## src/rtl/sac_pkg.sv

```systemverilog
// package of register map, fields and timing for the adc control block
package sac_pkg;
  localparam int DATA_W = 10;
  localparam int NUM_CH = 8;
  localparam logic [7:0] OFS_RESULT_HIGH = 8'hD0;
  localparam logic [7:0] OFS_RESULT_LOW = 8'hD1;
  localparam logic [7:0] OFS_CONTROL = 8'hD2;
  localparam logic [7:0] CONTROL_RST = 8'h00;
  localparam logic [7:0] BYTE_ZERO = 8'h00;
  localparam int START_BIT = 0;
  localparam int CLKSEL_LSB = 1;
  localparam int EOC_BIT = 3;
  localparam int CHAN_LSB = 4;
  localparam logic [9:0] SAR_MID = 10'h200;
  localparam int SETUP_CLKS = 10;
  localparam int BIT_CLKS = 4;
  localparam logic [1:0] CLK_DIV16 = 2'h0;
  localparam logic [1:0] CLK_DIV8 = 2'h1;
  localparam logic [1:0] CLK_DIV4 = 2'h2;
  localparam logic [3:0] DIV16_TC = 4'hF;
  localparam logic [3:0] DIV8_TC = 4'h7;
  localparam logic [3:0] DIV4_TC = 4'h3;
  localparam logic [3:0] DIV1_TC = 4'h0;
  typedef enum {ST_IDLE, ST_SETUP, ST_BITS} sac_state_t;
  typedef struct packed {
    logic wr;
    logic [7:0] addr;
    logic [7:0] wdata;
  } sac_bus_t;
  typedef struct packed {
    logic [9:0] trial;
    logic [2:0] chan;
  } sac_analog_t;
endpackage

```

## src/rtl/sac_adc_control.sv

```systemverilog
// successive-approximation adc sequencer with control and result registers
// Behaviour
// - sar loads mid-scale 200h at the start of each conversion
// - control bits 6:4 pick one of eight analog inputs
// - writing start bit 1 launches conversion; 0 disables operation
// - on finish set end-of-conversion flag and store ten-bit result
// - end-of-conversion flag is read-only: 0 while busy, 1 when done
// - after storing result return idle until started again
// - only one result held; next conversion overwrites it
// - clock field 2:1 selects sysclk/16, /8, /4 or /1
// - four conversion clocks per bit decision
// - ten set-up conversion clocks; fifty clocks per conversion
// - resolve msb first; first trial is half reference
// - one channel at a time, ten-bit result per conversion
// - per-pin analog enable routes pin to the input multiplexer
// - reset clears control to zero
// - bit 7 reads 0; result registers read-only, reset to zero
`timescale 1ns/100ps
`default_nettype none
module sac_adc_control
  import sac_pkg::*;
#(
  parameter int NUM_PINS = 8
)(
  // clock and reset
  input wire logic CORE_CLK_IN,
  input wire logic NRST_IN,
  // register port
  input wire sac_pkg::sac_bus_t BUS_IN,
  input wire logic RD_IN,
  output logic [7:0] RDATA_OUT,
  // pin analog enables and digital pin levels
  input wire logic [NUM_PINS-1:0] ANALOG_INPUT_ENABLE_IN,
  input wire logic [NUM_PINS-1:0] PIN_LEVEL_IN,
  output logic [NUM_PINS-1:0] DIGITAL_PIN_OUT,
  // analog side: comparator says input is at or above trial level
  input wire logic COMP_IN,
  output var sac_pkg::sac_analog_t ANALOG_OUT,
  output logic MUX_CONNECT_OUT
);
  import sac_pkg::*;

  // timing: a conversion clock tick comes every 1, 4, 8 or 16 core clocks;
  // set-up takes ten ticks and each bit four, so a conversion is fifty ticks.
  // limitation: the input is compared once per bit with no hold stage, so
  // the source must stay still for the whole conversion.
  // a start write while busy does not restart, but rewrites the channel and clock fields and the new clock select applies at once; stop first to restart.

  sac_state_t state_q;
  sac_state_t state_d;
  localparam logic [3:0] MSB_IDX = 4'(DATA_W - 1);
  logic [2:0] chan_q;
  logic [1:0] clksel_q;
  logic start_q;
  logic eoc_q;
  logic [2:0] conv_chan_q;
  logic [9:0] sar_q;
  logic [7:0] result_hi_q;
  logic [1:0] result_lo_q;
  logic [3:0] div_q;
  logic [3:0] step_q;
  logic [3:0] bitidx_q;
  logic [7:0] rdata_q;
  logic [NUM_PINS-1:0] dig_q;
  logic mux_q;

  // register decode
  wire hit_high = (BUS_IN.addr == OFS_RESULT_HIGH);
  wire hit_low = (BUS_IN.addr == OFS_RESULT_LOW);
  wire hit_ctrl = (BUS_IN.addr == OFS_CONTROL);
  wire wr_ctrl = BUS_IN.wr && hit_ctrl;
  wire start_wr = wr_ctrl && BUS_IN.wdata[START_BIT];
  wire stop_wr = wr_ctrl && !BUS_IN.wdata[START_BIT];
  wire [2:0] wr_chan = BUS_IN.wdata[CHAN_LSB +: 3];
  wire [1:0] wr_clksel = BUS_IN.wdata[CLKSEL_LSB +: 2];
  wire in_idle = (state_q == ST_IDLE);
  wire in_setup = (state_q == ST_SETUP);
  wire in_bits = (state_q == ST_BITS);
  // divider terminal count per clock select
  wire sel_div16 = (clksel_q == CLK_DIV16);
  wire sel_div8 = (clksel_q == CLK_DIV8);
  wire sel_div4 = (clksel_q == CLK_DIV4);
  wire [3:0] div_tc = sel_div16 ? DIV16_TC :
                      sel_div8 ? DIV8_TC :
                      sel_div4 ? DIV4_TC : DIV1_TC;
  wire conv_tick = (div_q == div_tc);
  wire setup_done = in_setup && conv_tick && (step_q == 4'(SETUP_CLKS - 1));
  wire bit_done = in_bits && conv_tick && (step_q == 4'(BIT_CLKS - 1));
  // the step counter is shared, so each phase may only end its own count
  wire count_clear = in_idle || setup_done || bit_done;
  wire last_bit = (bitidx_q == 4'h0);
  // bit under trial is kept if the input is not below the trial level
  wire [9:0] cur_mask = 10'h001 << bitidx_q;
  wire [9:0] decided = COMP_IN ? sar_q : (sar_q & ~cur_mask);
  wire [9:0] next_trial = decided | (cur_mask >> 1);
  wire finish = bit_done && last_bit;
  wire sar_load = in_idle && start_wr;
  wire sar_step = bit_done;
  // a finish in the same cycle as a start write still reports completion
  wire eoc_d = finish || (eoc_q && !start_wr);
  wire start_d = wr_ctrl ? BUS_IN.wdata[START_BIT] : (start_q && !finish);
  // channel is frozen while converting so one input feeds a whole conversion
  wire conv_chan_load = wr_ctrl && (in_idle || stop_wr);
  wire [7:0] ctrl_view = {1'b0, chan_q, eoc_q, clksel_q, start_q};
  wire [7:0] rd_high = result_hi_q;
  wire [7:0] rd_low = {6'h00, result_lo_q};
  wire [7:0] rd_mux = hit_high ? rd_high :
                      hit_low ? rd_low :
                      hit_ctrl ? ctrl_view :
                      BYTE_ZERO;

  // next state: a zero start write aborts from either busy state
  always_comb
  begin
    state_d = state_q;
    case (state_q)
      ST_IDLE:
      begin
        if (start_wr)
          state_d = ST_SETUP;
      end
      ST_SETUP:
      begin
        if (stop_wr)
          state_d = ST_IDLE;
        else if (setup_done)
          state_d = ST_BITS;
      end
      ST_BITS:
      begin
        if (stop_wr || finish)
          state_d = ST_IDLE;
      end
      default: state_d = ST_IDLE;
    endcase
  end

  always_ff @(posedge CORE_CLK_IN or negedge NRST_IN)
  begin
    if (!NRST_IN)
      state_q <= ST_IDLE;
    else
      state_q <= state_d;
  end

  // channel and clock fields change only on a control write
  always_ff @(posedge CORE_CLK_IN or negedge NRST_IN)
  begin
    if (!NRST_IN)
    begin
      chan_q <= CONTROL_RST[CHAN_LSB +: 3];
      clksel_q <= CONTROL_RST[CLKSEL_LSB +: 2];
    end
    else if (wr_ctrl)
    begin
      chan_q <= wr_chan;
      clksel_q <= wr_clksel;
    end
  end

  // converting channel, loaded between conversions or on an abort
  always_ff @(posedge CORE_CLK_IN or negedge NRST_IN)
  begin
    if (!NRST_IN)
      conv_chan_q <= CONTROL_RST[CHAN_LSB +: 3];
    else if (conv_chan_load)
      conv_chan_q <= wr_chan;
  end

  // start bit follows software and drops by itself at the finish
  always_ff @(posedge CORE_CLK_IN or negedge NRST_IN)
  begin
    if (!NRST_IN)
      start_q <= CONTROL_RST[START_BIT];
    else
      start_q <= start_d;
  end

  // hardware-owned flag: software writes to this bit have no effect
  always_ff @(posedge CORE_CLK_IN or negedge NRST_IN)
  begin
    if (!NRST_IN)
      eoc_q <= CONTROL_RST[EOC_BIT];
    else
      eoc_q <= eoc_d;
  end

  // divider restarts with each conversion and at every conversion-clock tick
  always_ff @(posedge CORE_CLK_IN or negedge NRST_IN)
  begin
    if (!NRST_IN)
      div_q <= 4'h0;
    else if (in_idle || conv_tick)
      div_q <= 4'h0;
    else
      div_q <= div_q + 4'h1;
  end

  // step counts conversion clocks within set-up or within one bit decision
  always_ff @(posedge CORE_CLK_IN or negedge NRST_IN)
  begin
    if (!NRST_IN)
      step_q <= 4'h0;
    else if (count_clear)
      step_q <= 4'h0;
    else if (conv_tick)
      step_q <= step_q + 4'h1;
  end

  // trial register: mid-scale first, then one decision per bit period
  always_ff @(posedge CORE_CLK_IN or negedge NRST_IN)
  begin
    if (!NRST_IN)
      sar_q <= SAR_MID;
    else if (sar_load)
      sar_q <= SAR_MID;
    else if (sar_step)
      sar_q <= last_bit ? decided : next_trial;
  end

  // bit index walks from the msb down to the lsb
  always_ff @(posedge CORE_CLK_IN or negedge NRST_IN)
  begin
    if (!NRST_IN)
      bitidx_q <= MSB_IDX;
    else if (sar_load)
      bitidx_q <= MSB_IDX;
    else if (sar_step)
      bitidx_q <= bitidx_q - 4'h1;
  end

  // single result, high byte: overwritten by every finish
  always_ff @(posedge CORE_CLK_IN or negedge NRST_IN)
  begin
    if (!NRST_IN)
      result_hi_q <= BYTE_ZERO;
    else if (finish)
      result_hi_q <= decided[9:2];
  end

  // low byte keeps only the two least significant result bits
  always_ff @(posedge CORE_CLK_IN or negedge NRST_IN)
  begin
    if (!NRST_IN)
      result_lo_q <= 2'h0;
    else if (finish)
      result_lo_q <= decided[1:0];
  end

  wire [NUM_PINS-1:0] dig_d;
  wire [NUM_PINS-1:0] pin_hit;
  // per-pin routing: an analog-enabled pin leaves the digital path
  for (genvar p = 0; p < NUM_PINS; p++)
  begin : g_pin
    assign dig_d[p] = PIN_LEVEL_IN[p] && !ANALOG_INPUT_ENABLE_IN[p];
    assign pin_hit[p] = ANALOG_INPUT_ENABLE_IN[p] && (conv_chan_q == 3'(p));
  end
  // connect only while converting, so an idle channel is never loaded
  wire mux_d = !in_idle && (|pin_hit);

  // read data is zero outside a read cycle
  always_ff @(posedge CORE_CLK_IN or negedge NRST_IN)
  begin
    if (!NRST_IN)
      rdata_q <= BYTE_ZERO;
    else
      rdata_q <= RD_IN ? rd_mux : BYTE_ZERO;
  end

  // digital readback only for pins not handed to the converter
  always_ff @(posedge CORE_CLK_IN or negedge NRST_IN)
  begin
    if (!NRST_IN)
      dig_q <= '0;
    else
      dig_q <= dig_d;
  end

  // registered so the switch control never glitches during decode
  always_ff @(posedge CORE_CLK_IN or negedge NRST_IN)
  begin
    if (!NRST_IN)
      mux_q <= 1'b0;
    else
      mux_q <= mux_d;
  end

  // trial and channel leave through a register, one cycle behind the sar
  always_ff @(posedge CORE_CLK_IN or negedge NRST_IN)
  begin
    if (!NRST_IN)
      ANALOG_OUT <= '0;
    else
    begin
      ANALOG_OUT.trial <= sar_q;
      ANALOG_OUT.chan <= conv_chan_q;
    end
  end

  assign RDATA_OUT = rdata_q;
  assign DIGITAL_PIN_OUT = dig_q;
  assign MUX_CONNECT_OUT = mux_q;
endmodule
`default_nettype wire

```

## config.mk

```make
export PLATFORM = sky130hd
export DESIGN_NAME = sac_adc_control
export DESIGN_NICKNAME = d
export VERILOG_FILES = /design/src/rtl/sac_pkg.sv /design/src/rtl/sac_adc_control.sv
export SDC_FILE = /design/constraint.sdc
export NUM_CORES = 1
export LEC_CHECK = 0
export ABC_AREA = 1
export BUFFER_PORTS_ARGS = -buffer_cell sky130_fd_sc_hd__clkbuf_2
export CAP_MARGIN = 20
export CORE_ASPECT_RATIO = 1.75
export CORE_MARGIN = 5
export CORE_UTILIZATION = 59
export CTS_CLUSTER_DIAMETER = 100
export DETAILED_ROUTE_END_ITERATION = 10
export PLACE_DENSITY = 0.8
export SLEW_MARGIN = 30
export SYNTH_ARGS = -nofsm -noshare
export SYNTH_HDL_FRONTEND = slang
export SYNTH_SLANG_ARGS = --single-unit
```

## constraint.sdc

```tcl
create_clock -name CORE_CLK_IN -period 3.4 [get_ports CORE_CLK_IN]
set_input_delay 0 -clock CORE_CLK_IN [delete_from_list [all_inputs] [get_ports CORE_CLK_IN]]
set_output_delay 0 -clock CORE_CLK_IN [all_outputs]
set_load 0.005 [all_outputs]
```

==> results by group, run 1 <==
Hold path
  – Hold Path Stages: 4
  – Hold path start: BUS_IN[8]
  – Min-Delay Path Class: in -> reg
  – Worst min-delay path endpoint: RDATA_OUT[7]

STA
  – Setup TNS: 0 ps
  – Highest Clock Rate: 571 MHz
  – Unrepaired setup endpoints after global routing: no
  – Setup violators final: 0
  – Slew Limit Fails: 0
  – Slew HR: 55.4%
  – Period Utilization, post-route: 51.5%
  – Crit path time final: 1750 ps
  – Slew of the pin with the lowest slew margin: 669 ps
  – Final hold vios: 0
  – Worst clock skew: 11.0 ps

Global route
  – Initial antenna violation count: 0
  – Number of global-route vias before repair: 2888
  – Congestion Overflow GR: 0
  – First-pass GRT wire length: 13.5 mm
  – Total Routing Usage GR: 24.2%
  – Largest net degree at the start of global routing: 56

Synth
  – Synth cell types: 36
  – Synth async-reset ratio: 100%
  – Syn avg cell area: 9.37 sq um
  – Post-synth EDFFs: 0
  – Syn Inst Count: 366
  – Top_reg_cell synth: dfrtp_1
  – Post-Syn Nets: 411
  – Synth Cell Area: 0.00343 sq mm
  – Yosys reg bits: 74
  – Seq/Total Area, Yosys: 54.1%
  – Yosys warns: 0

Power and ir drop
  – Leak: 2.31 nW
  – PwrDens: 400 mW/mm^2
  – Maximum vdd ir drop: 0.326 mV

Critical path
  – Crit Path Class: reg -> reg
  – Critical R2R Launch: step_q[0]
  – CP arrival: 1990 ps
  – Required time worst endpoint: 3640 ps
  – Critical R2R Capture: rd_high[6]
  – Reg2reg setup slack: 1650 ps
  – CP startpoint kind: flip-flop
  – CP Capture Type: flip-flop
  – Worst-case reg-to-reg path depth: 8
  – CP max FO: 23
  – Crit path from: step_q[0]

Detailed routing
  – Via count: 2804
  – M1 WL: 2.88 mm
  – WL/cell: 15.0 um
  – Routed wl met3: 529 um
  – Antenna Nets Post-Route: 0
  – Post-Route WL: 8.12 mm
  – Max layer used: met4
  – Vias per inst: 5.18
  – DR iter-0 viols: 196
  – DRC viols: 0
  – DR pass1 iterations: 5
  – DR WL met2: 4.34 mm

Clock network
  – Clock latency at the later pin of the worst-skew pair: 360 ps
  – Root Driver: clkbuf_8
  – Clock Pin Slew Worst Setup and Hold Paths: 70 ps
  – TritonCTS buffer count: 9
  – Clk sinks: 74
  – Clock buffer depth: 2
  – # resized after CTS: 0
  – H-tree depth: 3
  – CTS tree: built

Layout
  – Util after Layout: 74.9%
  – Area of the multi-input gates: 0.00130 sq mm
  – Filler cells: 389
  – Area delta synth->final: 22.9%
  – Layout cells sized above 1: 25.4%
  – Ant diodes: 0
  – # nets final: 505
  – Register Area: 0.00186 sq mm

Die
  – Die ar.: 0.00750 sq mm
  – Initial Utilization: 60.9%
  – Die height: 111 um
  – CORE AREA: 0.00563 sq mm
  – Total I/O pin count: 67
  – Chip Width: 67.6 um
  – Row count: 36

Flow run
  – Max Cap Viol: 0

Place
  – Placer Congestion: 0.867
  – PortBufs: 64
  – Dpl hpwl: 5.23 mm

Status
  – Status: finished, final reports clean
-- logic make-up after synthesis --
logic type	Yosys count	share of synthesized area, %
flip-flops	74	54.1
AND/OR/NAND/NOR	159	24.0
XOR/XNOR	4	1.02
buffers and inverters	66	8.10
AO/OA/AOI/OAI	55	9.92
adder cells (fa/ha/maj)	8	2.92
-- Yosys cell counts (all sizes together) (3+ instances only) --
cell type,instances,share of area (%)
nand2,75,9.2
dfrtp,71,52
inv,60,6.6
o21ai,43,7.3
nor2,38,5.9
nand3,35,6.5
ha,8,2.9
buf,5,1.4
nor3,4,0.58
a21oi,3,0.66
dfstp,3,2.3
nand4,3,0.98
o211ai,3,0.66
-- stage by stage --
stage | power [W] | instances | cell area [sq um] | worst slack [ps] | hold WS (ps)
after floorplan | 0.000991 | 366 | 3430 | 1960 | -296
after global placement | 0.00105 | 501 | 3800 | 1680 | -43.5
after detailed placement | 0.00106 | 501 | 3800 | 1640 | -31.5
after CTS | 0.00169 | 541 | 4220 | 1640 | 38.3
after global routing | 0.00176 | 541 | 4220 | 1490 | 112
final | 0.00169 | 541 | 4220 | 1650 | 77.4
-- area by class of cell --
cell class                 count  share of cell area (%)
clock buffer                  14                    3.86
timing repair buffer          89                    13.5
tap                           76                    2.26
multi-input combinational    226                    30.8
clock inverter                 2                   0.297
inverter                      60                    5.34
sequential                    74                    44.0
-- worst max-delay path by stage --
stage	slack, ps	end	cells past startpoint
floorplan	1960	rd_high[1]	9
global placement	1680	rd_high[6]	8
detailed placement	1640	rd_high[2]	8
CTS	1640	rd_high[6]	8
global route	1490	rd_high[6]	8
finish	1650	rd_high[6]	8
-- repair_timing --
action,4_1_cts,5_1_grt
setup buffers,0,0
hold buffers,24,0
hold endpoints to repair,42,0
-- per-layer routing --
layer,track usage [%],up-vias
li1,-,1348
met2,41.4,104
met1,26.0,1324
met3,6.29,28
met4,13.0,0
met5,0,-
-- placed cells by master, fill, tap and decap left out, types with 4 or more instances in the layout --
master and n:
nand2_1 68, nand3_1 27, nand3_2 7, dlygate4sd3_1 24, o21ai_0 27, o21ai_1 7
inv_1 57, ha_1 8, nand2_2 4, clkbuf_2 63, nor2_1 32, o21ai_2 9
dfrtp_1 71, clkbuf_8 11, nor3_1 4
-- flip-flops by register name, indices dropped and copies added, names as in the netlist, 4 cells and up --
signal           flops
ANALOG_OUT          13
DIGITAL_PIN_OUT      8
RDATA_OUT            8
bitidx_q             4
div_q                4
rd_high              8
sar_q               10
step_q               4
-- worst max-delay path: stages, from the launching register on --
cell	delay, ps
dfrtp_1	420
ha_1	200
nand3_1	80
inv_1	110
nand2_1	160
nor2_8	250
nand2_4	210
nor2_1	170
a21oi_2	50
-- power by group --
| part | internal, W | switching (W) |
|---|---|---|
| Sequential | 0.000900 | 0.0000172 |
| Clock | 0.000305 | 0.000314 |
| Combinational | 0.0000619 | 0.0000895 |
Power figures use the tool's default switching activity.
==> run 2: changes to the inputs <==
--- a/config.mk
+++ b/config.mk
@@ -10,10 +10,10 @@
 export CAP_MARGIN = 20
 export CORE_ASPECT_RATIO = 1.75
 export CORE_MARGIN = 5
-export CORE_UTILIZATION = 59
+export CORE_UTILIZATION = 55
 export CTS_CLUSTER_DIAMETER = 100
 export DETAILED_ROUTE_END_ITERATION = 10
-export PLACE_DENSITY = 0.8
+export PLACE_DENSITY = 0.76
 export SLEW_MARGIN = 30
 export SYNTH_ARGS = -nofsm -noshare
 export SYNTH_HDL_FRONTEND = slang
==> constraint.sdc (replaced) <==
create_clock -name CORE_CLK_IN -period 1.75 [get_ports CORE_CLK_IN]
set_input_delay 0 -clock CORE_CLK_IN [delete_from_list [all_inputs] [get_ports CORE_CLK_IN]]
set_output_delay 0 -clock CORE_CLK_IN [all_outputs]
set_load 0.005 [all_outputs]
==> results by group, run 2 (synthesis results as in run 1) <==
Clock network
  – Clock latency at the later pin of the worst-skew pair: 360 ps
  – TritonCTS buffer count: 9
  – Clock Pin Slew Worst Setup and Hold Paths: 70 ps
  – H-tree depth: 3
  – CTS tree: built
  – Postcts setup bufs: 0
  – Clk sinks: 74
  – Clock buffer depth: 2
  – Root Driver: clkbuf_8

Hold path
  – Min-Delay Path Class: in -> reg
  – Hold path start: BUS_IN[8]

Power and ir drop
  – PwrDens: 797 mW/mm^2
  – Leak: 2.36 nW
  – Maximum vdd ir drop: 0.614 mV
  – Total Power: 0.00344 W

Die
  – CORE AREA: 0.00613 sq mm
  – Row count: 38
  – Die ar.: 0.00798 sq mm
  – Total I/O pin count: 67
  – Chip Width: 69.7 um
  – Initial Utilization: 55.9%
  – Die height: 114 um

Place
  – Placer Congestion: 0.810
  – Pre-CTS WS: 125 ps
  – Area post-placement: 0.00386 sq mm
  – Dpl hpwl: 5.39 mm
  – PortBufs: 64

STA
  – Highest Clock Rate: 612 MHz
  – Period Utilization, post-route: 93.4%
  – Slew HR: 66.7%
  – Worst clock skew: 9.04 ps
  – Final hold vios: 0
  – PnR worst setup slack: 116 ps
  – Setup violators final: 0
  – Setup TNS: 0 ps
  – Slew Limit Fails: 0
  – Unrepaired setup endpoints after global routing: no
  – Crit path time final: 1630 ps
  – Slew of the pin with the lowest slew margin: 498 ps

Critical path
  – Top delay family on crit path: simple AND/OR/NAND/NOR gates
  – Worst path cell trace: ha_1 > nand3_1 > inv_1 > nand2_1 > nor2_8 > nand2_4 > nor2_1 > a21oi_2
  – Required time worst endpoint: 1990 ps
  – Crit path from: step_q[0]
  – CP max FO: 23
  – CP startpoint kind: flip-flop
  – Cell with the largest stage delay on the worst path: dfrtp_1
  – CP arrival: 1880 ps
  – Crit Path Class: reg -> reg
  – CP Capture Type: flip-flop
  – Critical R2R Launch: step_q[0]
  – Max stage delay on crit path: 410 ps
  – Bufs and invs on worst path: 1

Global route
  – Number of global-route vias before repair: 2897
  – Initial antenna violation count: 0
  – Total Routing Usage GR: 21.6%
  – Largest net degree at the start of global routing: 75
  – Congestion Overflow GR: 0
  – First-pass GRT wire length: 13.5 mm

Detailed routing
  – Vias per inst: 5.02
  – Antenna Nets Post-Route: 0
  – DR iter-0 viols: 203
  – DRC viols: 0
  – DR pass1 iterations: 4
  – WL/cell: 14.0 um
  – Post-Route WL: 7.73 mm
  – Via count: 2767

Layout
  – Largest Register: ANALOG_OUT
  – Filler cells: 444
  – # nets final: 511
  – Leading registers by flop count: ANALOG_OUT x13, sar_q x10
  – Largest register FFs: 13
  – Area delta synth->final: 25.9%
  – Commonest non-fill, non-tap cell in the layout: dfrtp_1
  – Most frequent cells in the layout: dfrtp_1, nand2_1, clkbuf_2
  – Layout cells sized above 1: 27.2%
  – Design area: 0.00432 sq mm
  – Ant diodes: 0

Status
  – Status: finished, final reports clean

Flow run
  – Max Cap Viol: 0
-- run 2: path summary, 6_finish.rpt --
path,depth (start not counted),slack [ps],to
max in group asynchronous,3,1220,sar_q[9]
setup / recovery,8,120,rd_high[2]
setup reg to reg,8,120,rd_high[2]
min in group asynchronous,3,180,DIGITAL_PIN_OUT[6]
hold / removal,4,50,RDATA_OUT[7]
hold reg to reg,0,420,ANALOG_OUT[5]
-- run 2: what timing repair did --
action / 4_1_cts / 5_1_grt
endpoints found under the hold margin: 96 / 0
endpoints found under the setup margin: 0 / 3
gates resized for setup: 0 / 3
hold buffers: 24 / 0
-- run 2: final cells by class --
class	count	area [sq um]	share of cell area [%]
flip-flops and latches	74	1860	43.0
multi-input cells	226	1310	30.3
repair buffers	95	626	14.5
inverters	60	225	5.21
clock buffers	12	155	3.59
well taps	80	100	2.32
clock inverters	4	50.0	1.16
-- run 2: through the flow --
| step | util (%) | std cells | hold WS (ps) |
|---|---|---|---|
| after floorplan | - | 366 | -296 |
| after global placement | 63.0 | 511 | 53.9 |
| after detailed placement | 63.0 | 511 | 64.4 |
| after CTS | 70.3 | 551 | 25.5 |
| after global routing | 70.4 | 551 | 94.9 |
| final | 70.4 | 551 | 49.3 |
-- run 2: worst min-delay path, cell delays in order --
cell and delay, ps:
clkbuf_2 90, nor3_1 60, nand3_1 170, nor2_1 60
-- run 2: routing by layer --
metal / vias up / track usage [%] / part of all wire, %
met2: 79 / 37.7 / 54
met1: 1314 / 23.8 / 37
li1: 1358 / - / -
met3: 16 / 6.50 / 5.7
met5: - / 0 / 0
met4: 0 / 10.7 / 3.0
-- run 2: power by group --
part	switching, W	internal, W	leakage [nW]
clock	0.000636	0.000734	0.0986
sequential	0.0000288	0.00175	0.903
combinational	0.000169	0.000126	1.36
total	0.000834	0.00261	2.36
==> run 3: changes to the inputs <==
--- a/config.mk
+++ b/config.mk
@@ -13,6 +13,7 @@
 export CORE_UTILIZATION = 55
 export CTS_CLUSTER_DIAMETER = 100
 export DETAILED_ROUTE_END_ITERATION = 10
+export GPL_TIMING_DRIVEN = 0
 export PLACE_DENSITY = 0.76
 export SLEW_MARGIN = 30
 export SYNTH_ARGS = -nofsm -noshare
==> results by group, run 3 (synthesis results as in run 1) <==
Status
  – Status: finished, final reports clean

Power and ir drop
  – PwrDens: 773 mW/mm^2
  – Leak: 2.35 nW
  – Maximum vdd ir drop: 0.537 mV

Layout
  – Filler cells: 448
  – Area of the multi-input gates: 0.00131 sq mm
  – Util after Layout: 70.1%
  – Most frequent cells in the layout: dfrtp_1, nand2_1, clkbuf_2
  – Ant diodes: 0
  – Largest register FFs: 13
  – # nets final: 509
  – Leading registers by flop count: ANALOG_OUT x13, sar_q x10
  – Commonest non-fill, non-tap cell in the layout: dfrtp_1
  – Register Area: 0.00186 sq mm
  – Area delta synth->final: 25.4%
  – Largest Register: ANALOG_OUT
  – Layout cells sized above 1: 26.9%

STA
  – Setup TNS: 0 ps
  – Highest Clock Rate: 599 MHz
  – Final hold vios: 0
  – Slew of the pin with the lowest slew margin: 477 ps
  – Slew Limit Fails: 0
  – Period Utilization, post-route: 95.4%
  – Slew HR: 68.1%
  – Worst clock skew: 8.28 ps
  – Setup violators final: 0
  – Crit path time final: 1670 ps
  – PnR worst setup slack: 80.2 ps
  – Unrepaired setup endpoints after global routing: no

Detailed routing
  – DR pass1 iterations: 4
  – Vias per inst: 5.11
  – DRC viols: 0
  – Via count: 2807
  – DR iter-0 viols: 218
  – Post-Route WL: 7.95 mm
  – WL/cell: 14.5 um
  – Antenna Nets Post-Route: 0

Hold path
  – Min-Delay Path Class: in -> reg
  – Worst min-delay path endpoint: RDATA_OUT[1]
  – Hold path start: RD_IN
  – Hold Path Stages: 3

Clock network
  – Clock Pin Slew Worst Setup and Hold Paths: 80 ps
  – TritonCTS buffer count: 9
  – CTS tree: built
  – Clock buffer depth: 2
  – Clk sinks: 74
  – Clock latency at the later pin of the worst-skew pair: 350 ps
  – H-tree depth: 3
  – Postcts setup bufs: 0
  – Root Driver: clkbuf_8

Global route
  – Largest net degree at the start of global routing: 50
  – Initial antenna violation count: 0
  – Met2 Use GR: 39.7%
  – Number of global-route vias before repair: 2895
  – Routing usage on met3: 5.89%
  – Met1 Track Usage GR: 22.6%
  – First-pass GRT wire length: 13.5 mm
  – Total Routing Usage GR: 21.8%
  – GR peak layer: met2
  – Congestion Overflow GR: 0

Critical path
  – Required time worst endpoint: 2030 ps
  – Worst-case reg-to-reg path depth: 7
  – Crit Path Class: reg -> reg
  – CP arrival: 1950 ps
  – CP max FO: 6
  – Crit path from: bitidx_q[0]
  – Critical R2R Capture: rd_high[2]
  – CP Capture Type: flip-flop
  – Critical R2R Launch: bitidx_q[0]
  – CP startpoint kind: flip-flop
  – Reg2reg setup slack: 80 ps

Die
  – Total I/O pin count: 67
  – Die ar.: 0.00798 sq mm
  – CORE AREA: 0.00613 sq mm
  – Chip Width: 69.7 um
  – Row count: 38
  – Die height: 114 um
  – Initial Utilization: 55.9%

Place
  – PortBufs: 63
  – Placer Congestion: 0.792
  – Pre-CTS WS: 85.7 ps
  – Dpl hpwl: 5.56 mm

Flow run
  – Max Cap Viol: 0
==> run 3: cell types whose count changed in the layout (fill, tap and decap cells not counted), sizes merged <==
cell         delta
clkbuf          -1
clkinvlp        -1
clkinv          +3
dlygate4sd3     -1
buf             -2
==> run 3: worst max-delay path by stage <==
stage	to	slack, ps	depth (start not counted)
final	rd_high[2]	80	7
after global routing	sar_q[3]	3	6
after CTS	sar_q[4]	60	7
after detailed placement	sar_q[4]	90	7
after global placement	ANALOG_OUT[6]	110	1
after floorplan	rd_high[1]	310	9
==> run 3: layer usage <==
layer	wire length (um)	vias to the layer above
met5	0	-
met4	238	0
met3	432	26
met2	4310	103
met1	2970	1319
li1	-	1359
==> run 3: area by class of cell <==
| class | instances | area share, % |
|---|---|---|
| sequential | 74 | 43.1 |
| multi-input combinational | 226 | 30.4 |
| timing repair buffer | 87 | 13.4 |
| inverter | 60 | 5.24 |
| clock buffer | 10 | 2.97 |
| tap | 80 | 2.33 |
| clock inverter | 6 | 1.34 |
| buffer | 6 | 1.22 |
==> run 3: what timing repair did <==
item	4_1_cts	5_1_grt
hold endpoints to repair	89	0
resized for setup	0	3
hold buffers	23	0
endpoints found under the setup margin	0	5
==> run 3: metrics by stage <==
stage	instances	hold WS (ps)	cell area (sq um)	power [W]
final	549	23.5	4300	0.00332
after global routing	549	48.6	4300	0.00347
after CTS	549	5.80	4290	0.00335
after detailed placement	510	-24.4	3880	0.00206
after global placement	509	171	3850	0.00204
after floorplan	366	-296	3430	0.00192
==> run 3: critical path: stages (launching register included) <==
cell and delay [ps]:
dfstp_2 560, inv_1 100, ha_1 270, inv_1 120, nor3_2 70, a21boi_0 260, nor2_1 120, a21oi_2 100
==> run 3: where the power goes <==
part	switching, W	total (W)	leakage (nW)	internal, W
Clock	0.000603	0.00125	0.0958	0.000648
Combinational	0.000171	0.000295	1.35	0.000124
Sequential	0.0000282	0.00178	0.903	0.00175
Total	0.000802	0.00332	2.35	0.00252
